### src/include/pbu_pkg.sv
// Purpose: Constants for the upper port pin control block
// Assumes: APB with 32-bit data, one register per aligned word
// Notes:   Offsets are byte addresses
// Summary of operation
// - Direction 0 drives output latch value
// - Direction 1 reads sampled TTL input
// - Pull-up on digital inputs while disable bit clear
// - Pins 0-3 analog by default until config bits set; pins 4-7 always digital
// - Programming mode disables other functions on pins 6 and 7
// - Don't-care functions ignore the direction bit
// - Pin 6 programming clock, pin 7 data
// - Pins 4-7 are remappable pins 7-10
// - Parallel address lines own pins 4, 5
// - Unimplemented bits read as zero
// - Mismatch keeps setting the change flag
// - Flag clearable two cycles after port read
package pbu_pkg;
  localparam logic [7:0] OFS_PORT     = 8'h00;
  localparam logic [7:0] OFS_LAT      = 8'h04;
  localparam logic [7:0] OFS_DIR      = 8'h08;
  localparam logic [7:0] OFS_ICON     = 8'h0c;
  localparam logic [7:0] OFS_ICON2    = 8'h10;
  localparam logic [7:0] OFS_ICON3    = 8'h14;
  localparam logic [7:0] OFS_ANCFG    = 8'h18;
  localparam logic [7:0] OFS_IRQ_STAT = 8'h1c;
  localparam logic [7:0] OFS_IRQ_MASK = 8'h20;
  localparam logic [7:0] OFS_FUNC_SEL = 8'h24;
  // Field positions
  localparam int ICON_CHG_FLAG   = 0;
  localparam int ICON_CHG_EN     = 3;
  localparam int ICON2_CHG_PRIO  = 0;
  localparam int ICON2_PU_DIS    = 7;
  localparam int FSEL_PROG_EN    = 0;
  localparam int FSEL_PMA_EN     = 1;
  localparam int FSEL_CCP_EN_LSB = 4;
  // Implemented masks
  localparam logic [7:0] ANCFG_MASK = 8'h9f;
  localparam logic [7:0] ICON_MASK  = 8'hff;
  localparam logic [7:0] FSEL_MASK  = 8'hf3;
  // Reset values
  localparam logic [7:0] DIR_RST   = 8'hff;
  localparam logic [7:0] ICON2_RST = 8'hff;
  localparam logic [7:0] ANCFG_RST = 8'h00;
  // No upper pin is analog-capable; only low pins 0-3 are analog here
  localparam logic [7:0] ANALOG_PINS = 8'h0f;
  // Delay before the flag may be cleared after a port read
  localparam int CLR_HOLD_CYC = 1;
  localparam int IRQ_BITS     = 3;
  localparam int IRQ_CHANGE   = 0;
  localparam int IRQ_MISMATCH = 1;
  localparam int IRQ_PROG     = 2;
endpackage

### src/rtl/pbu_port.sv
// Purpose: Port pin control for an 8-bit port, upper pins muxed except for remap_out
// Assumes: APB slave, single clock, peripherals on the same clock
// Notes:   Pad drive uses active-low output enables
`timescale 1ns/100ps
module pbu_port (
  input  wire logic        pclk,
  input  wire logic        presetn,
  input  wire logic        psel,
  input  wire logic        penable,
  input  wire logic        pwrite,
  input  wire logic [7:0]  paddr,
  input  wire logic [31:0] pwdata,
  output logic      [31:0] prdata,
  output logic             pready,
  output logic             pslverr,
  input  wire logic [7:0]  pad_in,
  output logic      [7:0]  pad_out,
  output logic      [7:0]  pad_oe_n,
  output logic      [7:0]  pad_pullup,
  output logic      [7:0]  pad_digital_en,
  output logic      [3:0]  remap_in,
  input  wire logic [3:0]  remap_out,
  input  wire logic [3:0]  capture_compare_out,
  output logic      [3:0]  capture_compare_in,
  input  wire logic [1:0]  parallel_addr_out,
  input  wire logic [1:0]  parallel_addr_oe,
  output logic      [1:0]  parallel_addr_in,
  input  wire logic        prog_mode,
  input  wire logic        prog_serial_data_out,
  input  wire logic        prog_serial_data_oe,
  output logic             prog_serial_clock,
  output logic             prog_serial_data_in,
  output logic             port_change_flag,
  output logic             port_change_irq_hi,
  output logic             irq
);
  logic [7:0] lat;
  logic [7:0] dir;
  logic [7:0] icon;
  logic [7:0] icon2;
  logic [7:0] icon3;
  logic [7:0] ancfg;
  logic [7:0] fsel;
  logic [pbu_pkg::IRQ_BITS-1:0] irq_stat;
  logic [pbu_pkg::IRQ_BITS-1:0] irq_mask;
  logic [7:0] pin_sync;
  logic [3:0] change_latch;
  logic [3:0] clr_wait;
  logic       mismatch;
  logic       prog_d;
  logic [7:0] digital_en;
  logic [7:0] next_out;
  logic [7:0] next_oe_n;
  logic [7:0] pin_view;
  logic       wr_acc;
  logic       rd_acc;
  logic       port_rd;
  logic       clr_ok;
  logic [31:0] next_rdata;

  pbu_sync #(
    .WIDTH (8)
  ) u_sync (
    .pclk     (pclk),
    .presetn  (presetn),
    .async_in (pad_in),
    .sync_out (pin_sync)
  );

  assign wr_acc  = psel && penable && pwrite;
  assign rd_acc  = psel && penable && !pwrite;
  assign port_rd = psel && penable && (paddr == pbu_pkg::OFS_PORT);

  assign digital_en = ~pbu_pkg::ANALOG_PINS | ancfg;
  assign pin_view = pin_sync & digital_en;

  // Pin drive: latch by default, peripherals override in priority order
  always_comb begin
    next_out  = lat;
    next_oe_n = dir;
    for (int i = 4; i < 8; i++) begin
      if (fsel[pbu_pkg::FSEL_CCP_EN_LSB + i - 4] && !dir[i]) begin
        next_out[i] = capture_compare_out[i-4];
      end
    end
    if (fsel[pbu_pkg::FSEL_PMA_EN]) begin
      next_out[5]  = parallel_addr_out[0];
      next_oe_n[5] = ~parallel_addr_oe[0];
      next_out[4]  = parallel_addr_out[1];
      next_oe_n[4] = ~parallel_addr_oe[1];
    end
    if (prog_d) begin
      next_oe_n[6] = 1'b1;
      next_out[6]  = 1'b0;
      next_out[7]  = prog_serial_data_out;
      next_oe_n[7] = ~prog_serial_data_oe;
    end
  end

  always_ff @(posedge pclk or negedge presetn) begin
    if (!presetn) begin
      prog_d <= 1'b0;
    end else begin
      prog_d <= prog_mode;
    end
  end

  always_ff @(posedge pclk or negedge presetn) begin
    if (!presetn) begin
      pad_out        <= '0;
      pad_oe_n       <= 8'hff;
      pad_pullup     <= '0;
      pad_digital_en <= '0;
    end else begin
      pad_out        <= next_out;
      pad_oe_n       <= next_oe_n;
      pad_pullup     <= icon2[pbu_pkg::ICON2_PU_DIS] ? 8'h00 : (next_oe_n & digital_en);
      pad_digital_en <= digital_en;
    end
  end

  // Peripheral input routing; blocked while programming owns pins 6 and 7
  always_ff @(posedge pclk or negedge presetn) begin
    if (!presetn) begin
      remap_in            <= '0;
      capture_compare_in  <= '0;
      parallel_addr_in    <= '0;
      prog_serial_clock   <= 1'b0;
      prog_serial_data_in <= 1'b0;
    end else begin
      for (int i = 4; i < 8; i++) begin
        remap_in[i-4]           <= dir[i] ? pin_sync[i] : 1'b0;
        capture_compare_in[i-4] <= (dir[i] && fsel[pbu_pkg::FSEL_CCP_EN_LSB + i - 4])
                                   ? pin_sync[i] : 1'b0;
      end
      if (prog_d) begin
        remap_in[3:2]           <= 2'b00;
        capture_compare_in[3:2] <= 2'b00;
      end
      parallel_addr_in    <= {pin_sync[4], pin_sync[5]};
      prog_serial_clock   <= prog_d ? pin_sync[6] : 1'b0;
      prog_serial_data_in <= prog_d ? pin_sync[7] : 1'b0;
    end
  end

  assign mismatch = |((pin_view[7:4] ^ change_latch) & dir[7:4]);

  always_ff @(posedge pclk or negedge presetn) begin
    if (!presetn) begin
      change_latch <= '0;
    end else if (port_rd) begin
      change_latch <= pin_view[7:4];
    end
  end

  always_ff @(posedge pclk or negedge presetn) begin
    if (!presetn) begin
      clr_wait <= '0;
    end else if (port_rd) begin
      clr_wait <= 4'(pbu_pkg::CLR_HOLD_CYC);
    end else if (clr_wait != 4'h0) begin
      clr_wait <= clr_wait - 4'h1;
    end
  end
  assign clr_ok = (clr_wait == 4'h0) && !port_rd;

  always_ff @(posedge pclk or negedge presetn) begin
    if (!presetn) begin
      lat   <= '0;
      dir   <= pbu_pkg::DIR_RST;
      icon  <= '0;
      icon2 <= pbu_pkg::ICON2_RST;
      icon3 <= '0;
      ancfg <= pbu_pkg::ANCFG_RST;
      fsel  <= '0;
      irq_mask <= '0;
    end else begin
      if (wr_acc) begin
        case (paddr)
          pbu_pkg::OFS_PORT:     lat      <= pwdata[7:0];
          pbu_pkg::OFS_LAT:      lat      <= pwdata[7:0];
          pbu_pkg::OFS_DIR:      dir      <= pwdata[7:0];
          pbu_pkg::OFS_ICON2:    icon2    <= pwdata[7:0];
          pbu_pkg::OFS_ICON3:    icon3    <= pwdata[7:0];
          pbu_pkg::OFS_ANCFG:    ancfg    <= pwdata[7:0] & pbu_pkg::ANCFG_MASK;
          pbu_pkg::OFS_FUNC_SEL: fsel     <= pwdata[7:0] & pbu_pkg::FSEL_MASK;
          pbu_pkg::OFS_IRQ_MASK: irq_mask <= pwdata[pbu_pkg::IRQ_BITS-1:0];
          default: ;
        endcase
      end
      if (wr_acc && paddr == pbu_pkg::OFS_ICON) begin
        icon[7:1] <= pwdata[7:1];
        icon[pbu_pkg::ICON_CHG_FLAG] <= mismatch |
          (pwdata[pbu_pkg::ICON_CHG_FLAG] | !clr_ok & icon[pbu_pkg::ICON_CHG_FLAG]);
      end else if (mismatch) begin
        icon[pbu_pkg::ICON_CHG_FLAG] <= 1'b1;
      end
    end
  end

  // Sticky status, write one to clear; a new event wins over the clear
  always_ff @(posedge pclk or negedge presetn) begin
    if (!presetn) begin
      irq_stat <= '0;
    end else begin
      for (int b = 0; b < pbu_pkg::IRQ_BITS; b++) begin
        if (wr_acc && paddr == pbu_pkg::OFS_IRQ_STAT && pwdata[b]) begin
          irq_stat[b] <= 1'b0;
        end
      end
      if (mismatch && icon[pbu_pkg::ICON_CHG_EN]) irq_stat[pbu_pkg::IRQ_CHANGE] <= 1'b1;
      if (mismatch) irq_stat[pbu_pkg::IRQ_MISMATCH] <= 1'b1;
      if (prog_mode && !prog_d) irq_stat[pbu_pkg::IRQ_PROG] <= 1'b1;
    end
  end

  always_comb begin
    next_rdata = '0;
    case (paddr)
      pbu_pkg::OFS_PORT:     next_rdata[7:0] = pin_view;
      pbu_pkg::OFS_LAT:      next_rdata[7:0] = lat;
      pbu_pkg::OFS_DIR:      next_rdata[7:0] = dir;
      pbu_pkg::OFS_ICON:     next_rdata[7:0] = icon & pbu_pkg::ICON_MASK;
      pbu_pkg::OFS_ICON2:    next_rdata[7:0] = icon2;
      pbu_pkg::OFS_ICON3:    next_rdata[7:0] = icon3;
      pbu_pkg::OFS_ANCFG:    next_rdata[7:0] = ancfg;
      pbu_pkg::OFS_FUNC_SEL: next_rdata[7:0] = fsel;
      pbu_pkg::OFS_IRQ_STAT: next_rdata[pbu_pkg::IRQ_BITS-1:0] = irq_stat;
      pbu_pkg::OFS_IRQ_MASK: next_rdata[pbu_pkg::IRQ_BITS-1:0] = irq_mask;
      default:               next_rdata = '0;
    endcase
  end

  always_ff @(posedge pclk or negedge presetn) begin
    if (!presetn) begin
      prdata  <= '0;
      pready  <= 1'b0;
      pslverr <= 1'b0;
    end else begin
      pready  <= psel && !penable;
      pslverr <= 1'b0;
      if (psel && !penable && !pwrite) begin
        prdata <= next_rdata;
      end
    end
  end

  always_ff @(posedge pclk or negedge presetn) begin
    if (!presetn) begin
      port_change_flag   <= 1'b0;
      port_change_irq_hi <= 1'b0;
      irq                <= 1'b0;
    end else begin
      port_change_flag   <= icon[pbu_pkg::ICON_CHG_FLAG];
      port_change_irq_hi <= icon[pbu_pkg::ICON_CHG_FLAG] & icon[pbu_pkg::ICON_CHG_EN]
                            & icon2[pbu_pkg::ICON2_CHG_PRIO];
      irq                <= |(irq_stat & irq_mask);
    end
  end
endmodule

### src/rtl/pbu_sync.sv
// Purpose: Three-stage synchroniser with agreement filter
// Assumes: Asynchronous pin inputs
// Notes:   Output changes once stages two and three agree
`timescale 1ns/100ps
module pbu_sync #(
  parameter int WIDTH = 8
) (
  input  wire logic             pclk,
  input  wire logic             presetn,
  input  wire logic [WIDTH-1:0] async_in,
  output logic      [WIDTH-1:0] sync_out
);
  logic [WIDTH-1:0] stage1;
  logic [WIDTH-1:0] stage2;
  logic [WIDTH-1:0] stage3;

  always_ff @(posedge pclk or negedge presetn) begin
    if (!presetn) begin
      stage1 <= '0;
      stage2 <= '0;
      stage3 <= '0;
    end else begin
      stage1 <= async_in;
      stage2 <= stage1;
      stage3 <= stage2;
    end
  end

  genvar i;
  generate
    for (i = 0; i < WIDTH; i++) begin : g_bit
      always_ff @(posedge pclk or negedge presetn) begin
        if (!presetn) begin
          sync_out[i] <= 1'b0;
        end else if (stage2[i] == stage3[i]) begin
          sync_out[i] <= stage3[i];
        end
      end
    end
  endgenerate
endmodule

### config.mk
export PLATFORM = sky130hd
export DESIGN_NAME = pbu_port
export DESIGN_NICKNAME = d
export VERILOG_FILES = /design/src/include/pbu_pkg.sv /design/src/rtl/pbu_port.sv /design/src/rtl/pbu_sync.sv
export SDC_FILE = /design/constraint.sdc
export NUM_CORES = 1
export LEC_CHECK = 0
export ABC_CLOCK_PERIOD_IN_PS = 3150
export BUFFER_PORTS_ARGS = -buffer_cell sky130_fd_sc_hd__buf_2
export CAP_MARGIN = 5
export CORE_ASPECT_RATIO = 0.75
export CORE_MARGIN = 2
export CORE_UTILIZATION = 30
export DETAILED_ROUTE_END_ITERATION = 6
export PLACE_DENSITY = 0.46
export SLEW_MARGIN = 20
export SYNTH_ARGS = -nofsm -noshare
export SYNTH_HDL_FRONTEND = slang
export SYNTH_SLANG_ARGS = --single-unit
### constraint.sdc
create_clock -name pclk -period 3.15 [get_ports pclk]
set_input_delay 0.63 -clock pclk [delete_from_list [all_inputs] [get_ports pclk]]
set_output_delay 0.63 -clock pclk [all_outputs]
set_load 0.03 [all_outputs]
==> results of run 1 <==
## sequential cells by signal, indices dropped and copies added, names as in the netlist, 3 cells and up
signal / count
change_latch: 4
lat: 8
irq_mask: 3
icon3: 8
icon: 8
remap_in: 4
u_sync.sync_out: 8
irq_stat: 3
capture_compare_in: 4
pad_digital_en: 5
u_sync.stage2: 8
pad_pullup: 8
pad_oe_n: 8
fsel: 6
u_sync.stage1: 8
pad_out: 8
icon2: 8
dir: 8
prdata: 8
u_sync.stage3: 8
ancfg: 6
clr_wait: 4
## where the power goes
| part | leakage (nW) | total [mW] | switching (mW) | internal, mW |
|---|---|---|---|---|
| combinational | 1.43 | 0.433 | 0.280 | 0.153 |
| clock | 0.292 | 2.04 | 0.823 | 1.22 |
| sequential | 1.92 | 2.14 | 0.0784 | 2.06 |
## layer usage
layer / share of wire, % / global-route usage, % / vias up / wire (um)
met1: 48 / 22.2 / 2061 / 7680
met5: 0 / 0 / - / 0
met2: 44 / 22.2 / 132 / 6930
met3: 7.2 / 4.34 / 12 / 1150
li1: - / - / 1864 / -
met4: 0.88 / 3.74 / 0 / 140
## layout make-up
class	count	area, sq um	share of cell area [%]
sequential	152	3830	50.4
multi-input combinational	301	2220	29.2
timing repair buffer	107	584	7.68
clock buffer	19	453	5.95
tap	282	353	4.64
clock inverter	13	145	1.91
inverter	5	18.8	0.247
## cell families after synthesis
| kind of cell | after synthesis | synth area share (%) |
|---|---|---|
| xor gates and xnor gates | 7 | 0.979 |
| adders and majority gates | 9 | 1.48 |
| and+or+nand+nor | 120 | 11.3 |
| DFF | 152 | 61.2 |
| other | 2 | 0.120 |
| buffers and inverters | 49 | 4.83 |
| AOI/OAI and AO/OA | 62 | 6.55 |
| muxes | 77 | 13.6 |
## worst max-delay path by stage
stage	endpoint	from	slack (ns)
final	fsel[0]$_DFFE_PN0P_	paddr[1]	1.08
after global routing	icon[0]$_DFFE_PN0P_	clr_wait[0]$_DFFE_PN0P_	0.95
after CTS	prdata[0]$_DFFE_PN0P_	paddr[4]	1.11
after detailed placement	fsel[0]$_DFFE_PN0P_	paddr[1]	0.67
after global placement	icon2[4]$_DFFE_PN1P_	paddr[4]	0.67
after floorplan	lat[1]$_DFFE_PN0P_	paddr[3]	1.16
## layout by cell type (no fill, tap or decap), types with 6 or more instances in the layout
| cell type | instances |
|---|---|
| dfstp_2 | 24 |
| mux2_2 | 64 |
| a22oi_1 | 10 |
| o21ai_0 | 12 |
| mux2i_1 | 13 |
| nand2_1 | 30 |
| buf_2 | 94 |
| conb_1 | 26 |
| nor3_1 | 6 |
| dfrtp_1 | 128 |
| buf_4 | 11 |
| clkbuf_16 | 17 |
| nand3_1 | 8 |
| and3_1 | 8 |
| nor2_1 | 16 |
| maj3_1 | 8 |
| a21oi_1 | 14 |
| and2_1 | 7 |
| nor2b_1 | 14 |
## worst max-delay path, stage by stage
cell and delay (ns):
buf_2 0.12, or3_1 0.57, nor2_1 0.33, nand2_1 0.34, mux2_2 0.37
## per-stage QoR
step	hold WS, ns	power [mW]	instance area [sq um]	utilization (%)
2_1_floorplan	0.331	2.45	6350	-
3_3_place_gp	0.332	2.59	7010	34.4
3_5_place_dp	0.337	2.61	7010	34.4
4_1_cts	0.250	4.68	7610	37.3
5_1_grt	0.278	4.82	7610	37.3
6_report	0.236	4.61	7610	37.3
==> out/metrics.cfg, run 1 <==
[finish]
layout.cells.non_filler=879
antenna_cells=0
layout-drive-gt1-share_pct=39.9
fillCellCount=2018
nets=653
syn2layout_area_growth_pct=21.4

[timing]
fin_skew_ns=0.00872
max_freq_mhz=483
setup-tns-final_ns=0
max_slew_margin_pct=39.5
setup_viol=0
worst_slew_pin_slew_ns=0.906
min_period_ns=2.07
slew_violations=0
worst_slack_ns=1.08
period_share_pct=65.7
final_hold_viol_count=0
rsz0062_at_grt=false

[critical_path]
worstPathRequired_ns=3.46
worstPathMaxFanout=8
crit_arrival_ns=2.38
critPathLaunchType=primary input
r2r_end=icon[0]$_DFFE_PN0P_
cp-end-kind=register
reg2regPathDepth=5
r2r-start=clr_wait[0]$_DFFE_PN0P_
path_class=in2reg
r2r_slack_ns=1.10

[logic_synthesis]
ys_seq_elements=152
synth-async-reset-ratio_pct=100
synth_common_cells=128 x dfrtp_1, 64 x mux2_2, 30 x nand2_1
syn-cell-area_sq_um=6260
synth_top_cell_by_area=dfrtp_1
synth-edff-count=0
synth_most_common_cell=dfrtp_1
synth_cell_types=59
netlist_instances=478
ys.flop_type=dfrtp_1
ys_seq_area_share_pct=61.2
synth.area.top_cells=dfrtp_1 51%, mux2_2 12%, dfstp_2 10%
synth_warnings=0
synth_top_area_share_pct=51.1
syn_avg_cell_area_sq_um=13.1

[drt]
wl_per_cell_um=18.1
via_count=4069
drc_errors=0
postRouteAntennaNets=0
routed_via_density=4.63
routed_wl_mm=15.9
drt_iter0_drc=297
dr.pass1.iters=4

[grt]
grt_pass1_vias=4145
grt_usage_pct=15.2
grt_antenna_before_repair=0
grt_pass1_wl_mm=24.6
grt_max_degree=77
overflow=0

[pwr]
pwr_density_cell_nw_per_um2=606
vdd_drop_max_v=0.000311
p_leak_nw=3.64

[clock_tree]
hold_buffers=0
path_clk_slew_ns=0.06
clk_path_buf_depth=2
htreeDepth=4
clk_latency_ns=0.42
cts_tree=yes
root_buffer=clkbuf_16
cts_resized=0
post_cts_buffers=0
clkSinkCount=152
numCtsBuffers=17

[floorplan]
rows=45
die_area_sq_um=22100
io_pins=149
die_w_um=171
fp.coreArea_sq_um=20400
die_h_um=129
initial_utilization_pct=30.7

[place]
pre_cts_slack_ns=0.668
place_inst=847
gp_congestion=0.835
io_buffers=95
hpwlAfterDp_mm=11.3

[status]
status=complete, no violations

[min_path]
hold_class=in2async

[job]
cap_violations=0

No activity file was read; power rests on OpenSTA's default activity.
==> inputs of run 2 (changes only) <==
--- a/config.mk
+++ b/config.mk
@@ -5,7 +5,8 @@
 export SDC_FILE = /design/constraint.sdc
 export NUM_CORES = 1
 export LEC_CHECK = 0
-export ABC_CLOCK_PERIOD_IN_PS = 3150
+export ABC_AREA = 1
+export ABC_CLOCK_PERIOD_IN_PS = 2100
 export BUFFER_PORTS_ARGS = -buffer_cell sky130_fd_sc_hd__buf_2
 export CAP_MARGIN = 5
 export CORE_ASPECT_RATIO = 0.75
==> constraint.sdc (replaced) <==
create_clock -name pclk -period 2.1 [get_ports pclk]
set_input_delay 0.42 -clock pclk [delete_from_list [all_inputs] [get_ports pclk]]
set_output_delay 0.42 -clock pclk [all_outputs]
set_load 0.03 [all_outputs]
==> run 2 against run 1 <==
Compared with the run above:
- cell count rose by 21%
- combinational power is 34% higher
- area after synthesis up 0.74%
- sequential share of layout area is 0.099 points lower
- flip-flop and latch count did not move
- design area increased by 0.20%
- highest routed layer unchanged
- clock power rose by 48%
==> out/metrics.cfg, run 2 <==
[status]
status=complete, no violations

[critical_path]
critPathLaunchType=register
critPathSlowestCell=dfstp_2
path_class=reg2out
worst-path-buf-inv=1
critPathTopFamily=flip-flops
crit_arrival_ns=1.13
cp-end-kind=primary output
worstPathMaxFanout=1
worstPathRequired_ns=1.68
crit_chain=buf_2
slowest_delay_ns=0.52

[logic_synthesis]
ys.flop_type=dfrtp_1
synth_top_family_by_area=simple AND/OR/NAND/NOR gates
synth-edff-count=0
synthMuxAreaShare_pct=0
synth-xor-area-share_pct=0.278
syn-cell-area_sq_um=6310
synth_warnings=0
synth_top_cell_by_area=dfrtp_1
synth-async-reset-ratio_pct=100
synth_cell_types=36
ys_seq_elements=152
synth.area.top_cells=dfrtp_1 51%, nand2_1 12%, dfstp_2 10%
synth_fa_ha_area_share_pct=1.47
synth_common_cells=203 x nand2_1, 128 x dfrtp_1, 55 x o21ai_0
synth_most_common_cell=nand2_1
synth-compound-area-share_pct=7.32
ys_seq_area_share_pct=60.7
netlist_instances=656
synth_top_area_share_pct=50.8
syn_avg_cell_area_sq_um=9.62
yosys.area_share.simple_pct=22.1

[floorplan]
die_w_um=171
fp.coreArea_sq_um=20400
rows=45
die_area_sq_um=22200
io_pins=149
initial_utilization_pct=30.9
die_h_um=130

[place]
place_inst=1028
io_buffers=95
hpwlAfterDp_mm=11.9
gp_congestion=0.861
dpl_cell_area_sq_um=7040

[drt]
routed_via_density=4.30
drc_errors=0
postRouteAntennaNets=0
drt_iter0_drc=329
wl_per_cell_um=15.3
dr.pass1.iters=4
via_count=4564
routed_wl_mm=16.2

[clock_tree]
clk_latency_ns=0.43
path_clk_slew_ns=0.06
numCtsBuffers=17
clk_path_buf_depth=2
htreeDepth=4
root_buffer=clkbuf_16
clkSinkCount=152
cts_tree=yes

[timing]
setup-tns-final_ns=0
setup_viol=0
min_period_ns=1.55
slew_violations=0
period_share_pct=73.7
max_freq_mhz=646
rsz0062_at_grt=false
hold_ws_ns=0.0917
final_hold_viol_count=0
max_slew_margin_pct=66.4
worst_slew_pin_slew_ns=0.503
fin_skew_ns=0.00773

[job]
cap_violations=0

[finish]
nets=835
fillCellCount=2125
layout-drive-gt1-share_pct=24.9
regArea_sq_um=3830
multi_input_area_sq_um=2070
final_common_cell=nand2_1
final_cell_mix=203 x nand2_1, 128 x dfrtp_1, 94 x buf_2, 55 x o21ai_0, 51 x inv_1
layout.cells.non_filler=1061
final_area_sq_um=7620
syn2layout_area_growth_pct=20.8
antenna_cells=0

[grt]
grt_max_degree=51
grt_pass1_wl_mm=25.3
overflow=0
grt_antenna_before_repair=0
grt_usage_pct=15.6
grt_pass1_vias=4485

[min_path]
hold_class=in2reg

[pwr]
p_leak_nw=3.87
pwr_density_cell_nw_per_um2=885
vdd_drop_max_v=0.000405

## run 2: cell families (layout without fill, tap and decap cells)
family | count (synthesis) | in the layout
flops | 152 | 152
compound gates | 84 | 84
buf+inv | 93 | 192
other cells | 2 | 26
xor+xnor | 2 | 2
fa+ha+maj | 9 | 9
simple gates | 314 | 314
## run 2: final timing paths
| kind | start | to | slack [ns] | depth (start not counted) |
|---|---|---|---|---|
| min in group asynchronous | presetn | prdata[4]$_DFFE_PN0P_ | 0.51 | 2 |
| max in group asynchronous | presetn | dir[1]$_DFFE_PN1P_ | 0.90 | 3 |
| worst min register to register | u_sync.stage1[0]$_DFF_PN0_ | u_sync.stage2[0]$_DFF_PN0_ | 0.35 | 0 |
| worst max-delay path | pad_oe_n[2]$_DFF_PN1_ | pad_oe_n[2] | 0.55 | 1 |
| worst min-delay path | pad_in[4] | u_sync.stage1[4]$_DFF_PN0_ | 0.09 | 1 |
| worst max register to register | clr_wait[0]$_DFFE_PN0P_ | icon[0]$_DFFE_PN0P_ | 0.64 | 7 |
## run 2: layout make-up
cell class | instances | share of cell area [%]
Tap cell | 282 | 4.63
Timing Repair Buffer | 106 | 7.77
Multi-Input combinational cell | 435 | 27.1
Inverter | 54 | 2.66
Clock buffer | 20 | 5.86
Clock inverter | 12 | 1.67
Sequential cell | 152 | 50.3
## run 2: power breakdown
part / switching (mW) / internal [mW] / leakage (nW)
sequential: 0.0809 / 3.06 / 1.91
clock: 1.25 / 1.77 / 0.272
combinational: 0.405 / 0.175 / 1.69
## run 2: what timing repair did
item                                    in CTS  in global routing
endpoints found under the setup margin       0                  0
endpoints found under the hold margin       43                  0
setup buffers                                0                  0
hold buffers                                 1                  0
resized for setup                            0                  0
## run 2: stage by stage
stage                     util [%]  power, mW  worst slack, ns
final                         37.3       6.75            0.552
after global routing          37.3       7.04            0.481
after CTS                     37.3       6.84            0.526
after detailed placement      34.4       3.79            0.260
after global placement        34.4       3.76            0.279
after floorplan                  -       3.58            0.725
## run 2: layer usage
layer / global-route usage [%] / up-vias / share of wire [%]
li1: - / 2243 / -
met4: 6.78 / 0 / 2.3
met1: 23.3 / 2166 / 50
met2: 21.4 / 130 / 41
met5: 0 / - / 0
met3: 3.70 / 25 / 7.3
==> inputs of run 3 (changes only) <==
--- a/config.mk
+++ b/config.mk
@@ -6,7 +6,7 @@
 export NUM_CORES = 1
 export LEC_CHECK = 0
 export ABC_AREA = 1
-export ABC_CLOCK_PERIOD_IN_PS = 2100
+export ABC_CLOCK_PERIOD_IN_PS = 1600
 export BUFFER_PORTS_ARGS = -buffer_cell sky130_fd_sc_hd__buf_2
 export CAP_MARGIN = 5
 export CORE_ASPECT_RATIO = 0.75
==> constraint.sdc (replaced) <==
create_clock -name pclk -period 1.6 [get_ports pclk]
set_input_delay 0.32 -clock pclk [delete_from_list [all_inputs] [get_ports pclk]]
set_output_delay 0.32 -clock pclk [all_outputs]
set_load 0.03 [all_outputs]
==> run 3 against run 2 <==
Compared with the run above:
- clock power increased by 29%
- highest routed layer unchanged
- critical path depth unchanged
- setup slack got worse by 0.39 ns
- clock skew decreased by 0.0018 ns
==> out/metrics.cfg, run 3 (synthesis gave the netlist of run 2 again) <==
[drt]
via_count=4706
drt_iter0_drc=298
routed_wl_mm=16.3
routed_via_density=4.33
dr.pass1.iters=5
wl_per_cell_um=15.0
drc_errors=0
postRouteAntennaNets=0

[timing]
setup-tns-final_ns=0
min_period_ns=1.44
final_hold_viol_count=0
worst_slack_ns=0.158
rsz0062_at_grt=false
max_freq_mhz=693
slew_violations=0
fin_skew_ns=0.00593
setup_viol=0
period_share_pct=90.1

[critical_path]
cp-end-kind=primary output
critPathTopFamily=flip-flops
critPathLaunchType=register
slowest_delay_ns=0.52
path_class=reg2out
crit_arrival_ns=1.12
worstPathRequired_ns=1.28
worstPathMaxFanout=1
worst-path-buf-inv=1
critPathSlowestCell=dfstp_2
crit_chain=buf_2

[floorplan]
die_w_um=171
rows=45
die_area_sq_um=22200
io_pins=149
initial_utilization_pct=30.9
fp.coreArea_sq_um=20400
die_h_um=130

[place]
dpl_cell_area_sq_um=7180
io_buffers=95
hpwlAfterDp_mm=12.2
place_inst=1046
pre_cts_slack_ns=-0.0994
gp_congestion=0.863

[grt]
grt_usage_pct=15.6
overflow=0
grt_antenna_before_repair=0
grt_pass1_wl_mm=25.8
grt_max_degree=56
grt_pass1_vias=4654

[clock_tree]
clk_latency_ns=0.42
numCtsBuffers=17
clk_path_buf_depth=2
htreeDepth=4
path_clk_slew_ns=0.06
cts_tree=yes
clkSinkCount=152
root_buffer=clkbuf_16
post_cts_buffers=0

[pwr]
p_leak_nw=3.99
p_switching_mw=2.22
combPwrFrac_pct=9.1
vdd_drop_max_v=0.000574
p_int_mw=6.63
pwr_density_cell_nw_per_um2=1130
seq_power_share_pct=46.7
power_frac_clock_pct=44.2
swShare_pct=25.1

[finish]
final_cell_mix=203 x nand2_1, 128 x dfrtp_1, 94 x buf_2, 54 x o21ai_0, 51 x inv_1
final_common_cell=nand2_1
final_area_sq_um=7850
syn2layout_area_growth_pct=24.4
antenna_cells=0
nets=861
layout.cells.non_filler=1087
layout-drive-gt1-share_pct=26.2
final_util_pct=38.4

[min_path]
hold_class=in2reg

[status]
status=complete, no violations

[job]
cap_violations=0

-- run 3: stage by stage --
step | hold slack (ns) | total power [mW]
floorplan | 0.0244 | 4.70
global placement | 0.232 | 4.96
detailed placement | 0.233 | 5.00
CTS | 0.00933 | 8.98
global route | 0.00136 | 9.27
finish | 0.0268 | 8.84
-- run 3: area by class of cell --
| class | count | area, sq um |
|---|---|---|
| fillers | 2084 | 12600 |
| inverters | 54 | 203 |
| well taps | 282 | 353 |
| flip-flops and latches | 152 | 3830 |
| multi-input cells | 435 | 2070 |
| clock buffers | 21 | 450 |
| repair buffers | 132 | 820 |
| clock inverters | 11 | 124 |
-- run 3: power by group through the flow --
| stage | sequential [mW] | clock, mW | combinational [mW] |
|---|---|---|---|
| after floorplan | 4.23 | 0 | 0.468 |
| after global placement | 4.19 | 0 | 0.770 |
| after detailed placement | 4.20 | 0 | 0.798 |
| after CTS | 4.13 | 4.03 | 0.818 |
| after global routing | 4.15 | 4.22 | 0.906 |
| final | 4.13 | 3.91 | 0.802 |
-- run 3: final timing paths --
kind                            depth (start not counted)  slack, ns                       start                          to
worst max register to register                          7       0.18     clr_wait[0]$_DFFE_PN0P_         icon[0]$_DFFE_PN0P_
worst min register to register                          0       0.35  u_sync.stage1[3]$_DFF_PN0_  u_sync.stage2[3]$_DFF_PN0_
max in group asynchronous                               3       0.58                     presetn       pad_oe_n[1]$_DFF_PN1_
worst min-delay path                                    1       0.03                   prog_mode            prog_d$_DFF_PN0_
worst max-delay path                                    1       0.16       pad_oe_n[3]$_DFF_PN1_                 pad_oe_n[3]
min in group asynchronous                               2       0.36                     presetn  u_sync.stage3[5]$_DFF_PN0_
-- run 3: what timing repair did --
action                                 4_1_cts  5_1_grt
endpoints found under the hold margin       29        0
hold buffers                                 9        0
gates resized for setup                      0        1
setup endpoints to repair                    0        1
-- run 3: per-layer routing --
layer,global-route usage (%),vias to the layer above,share of wire [%]
met1,23.3,2252,52
met3,3.79,15,4.9
met5,0,-,0
li1,-,2304,-
met4,5.18,0,1.5
met2,22.1,135,42
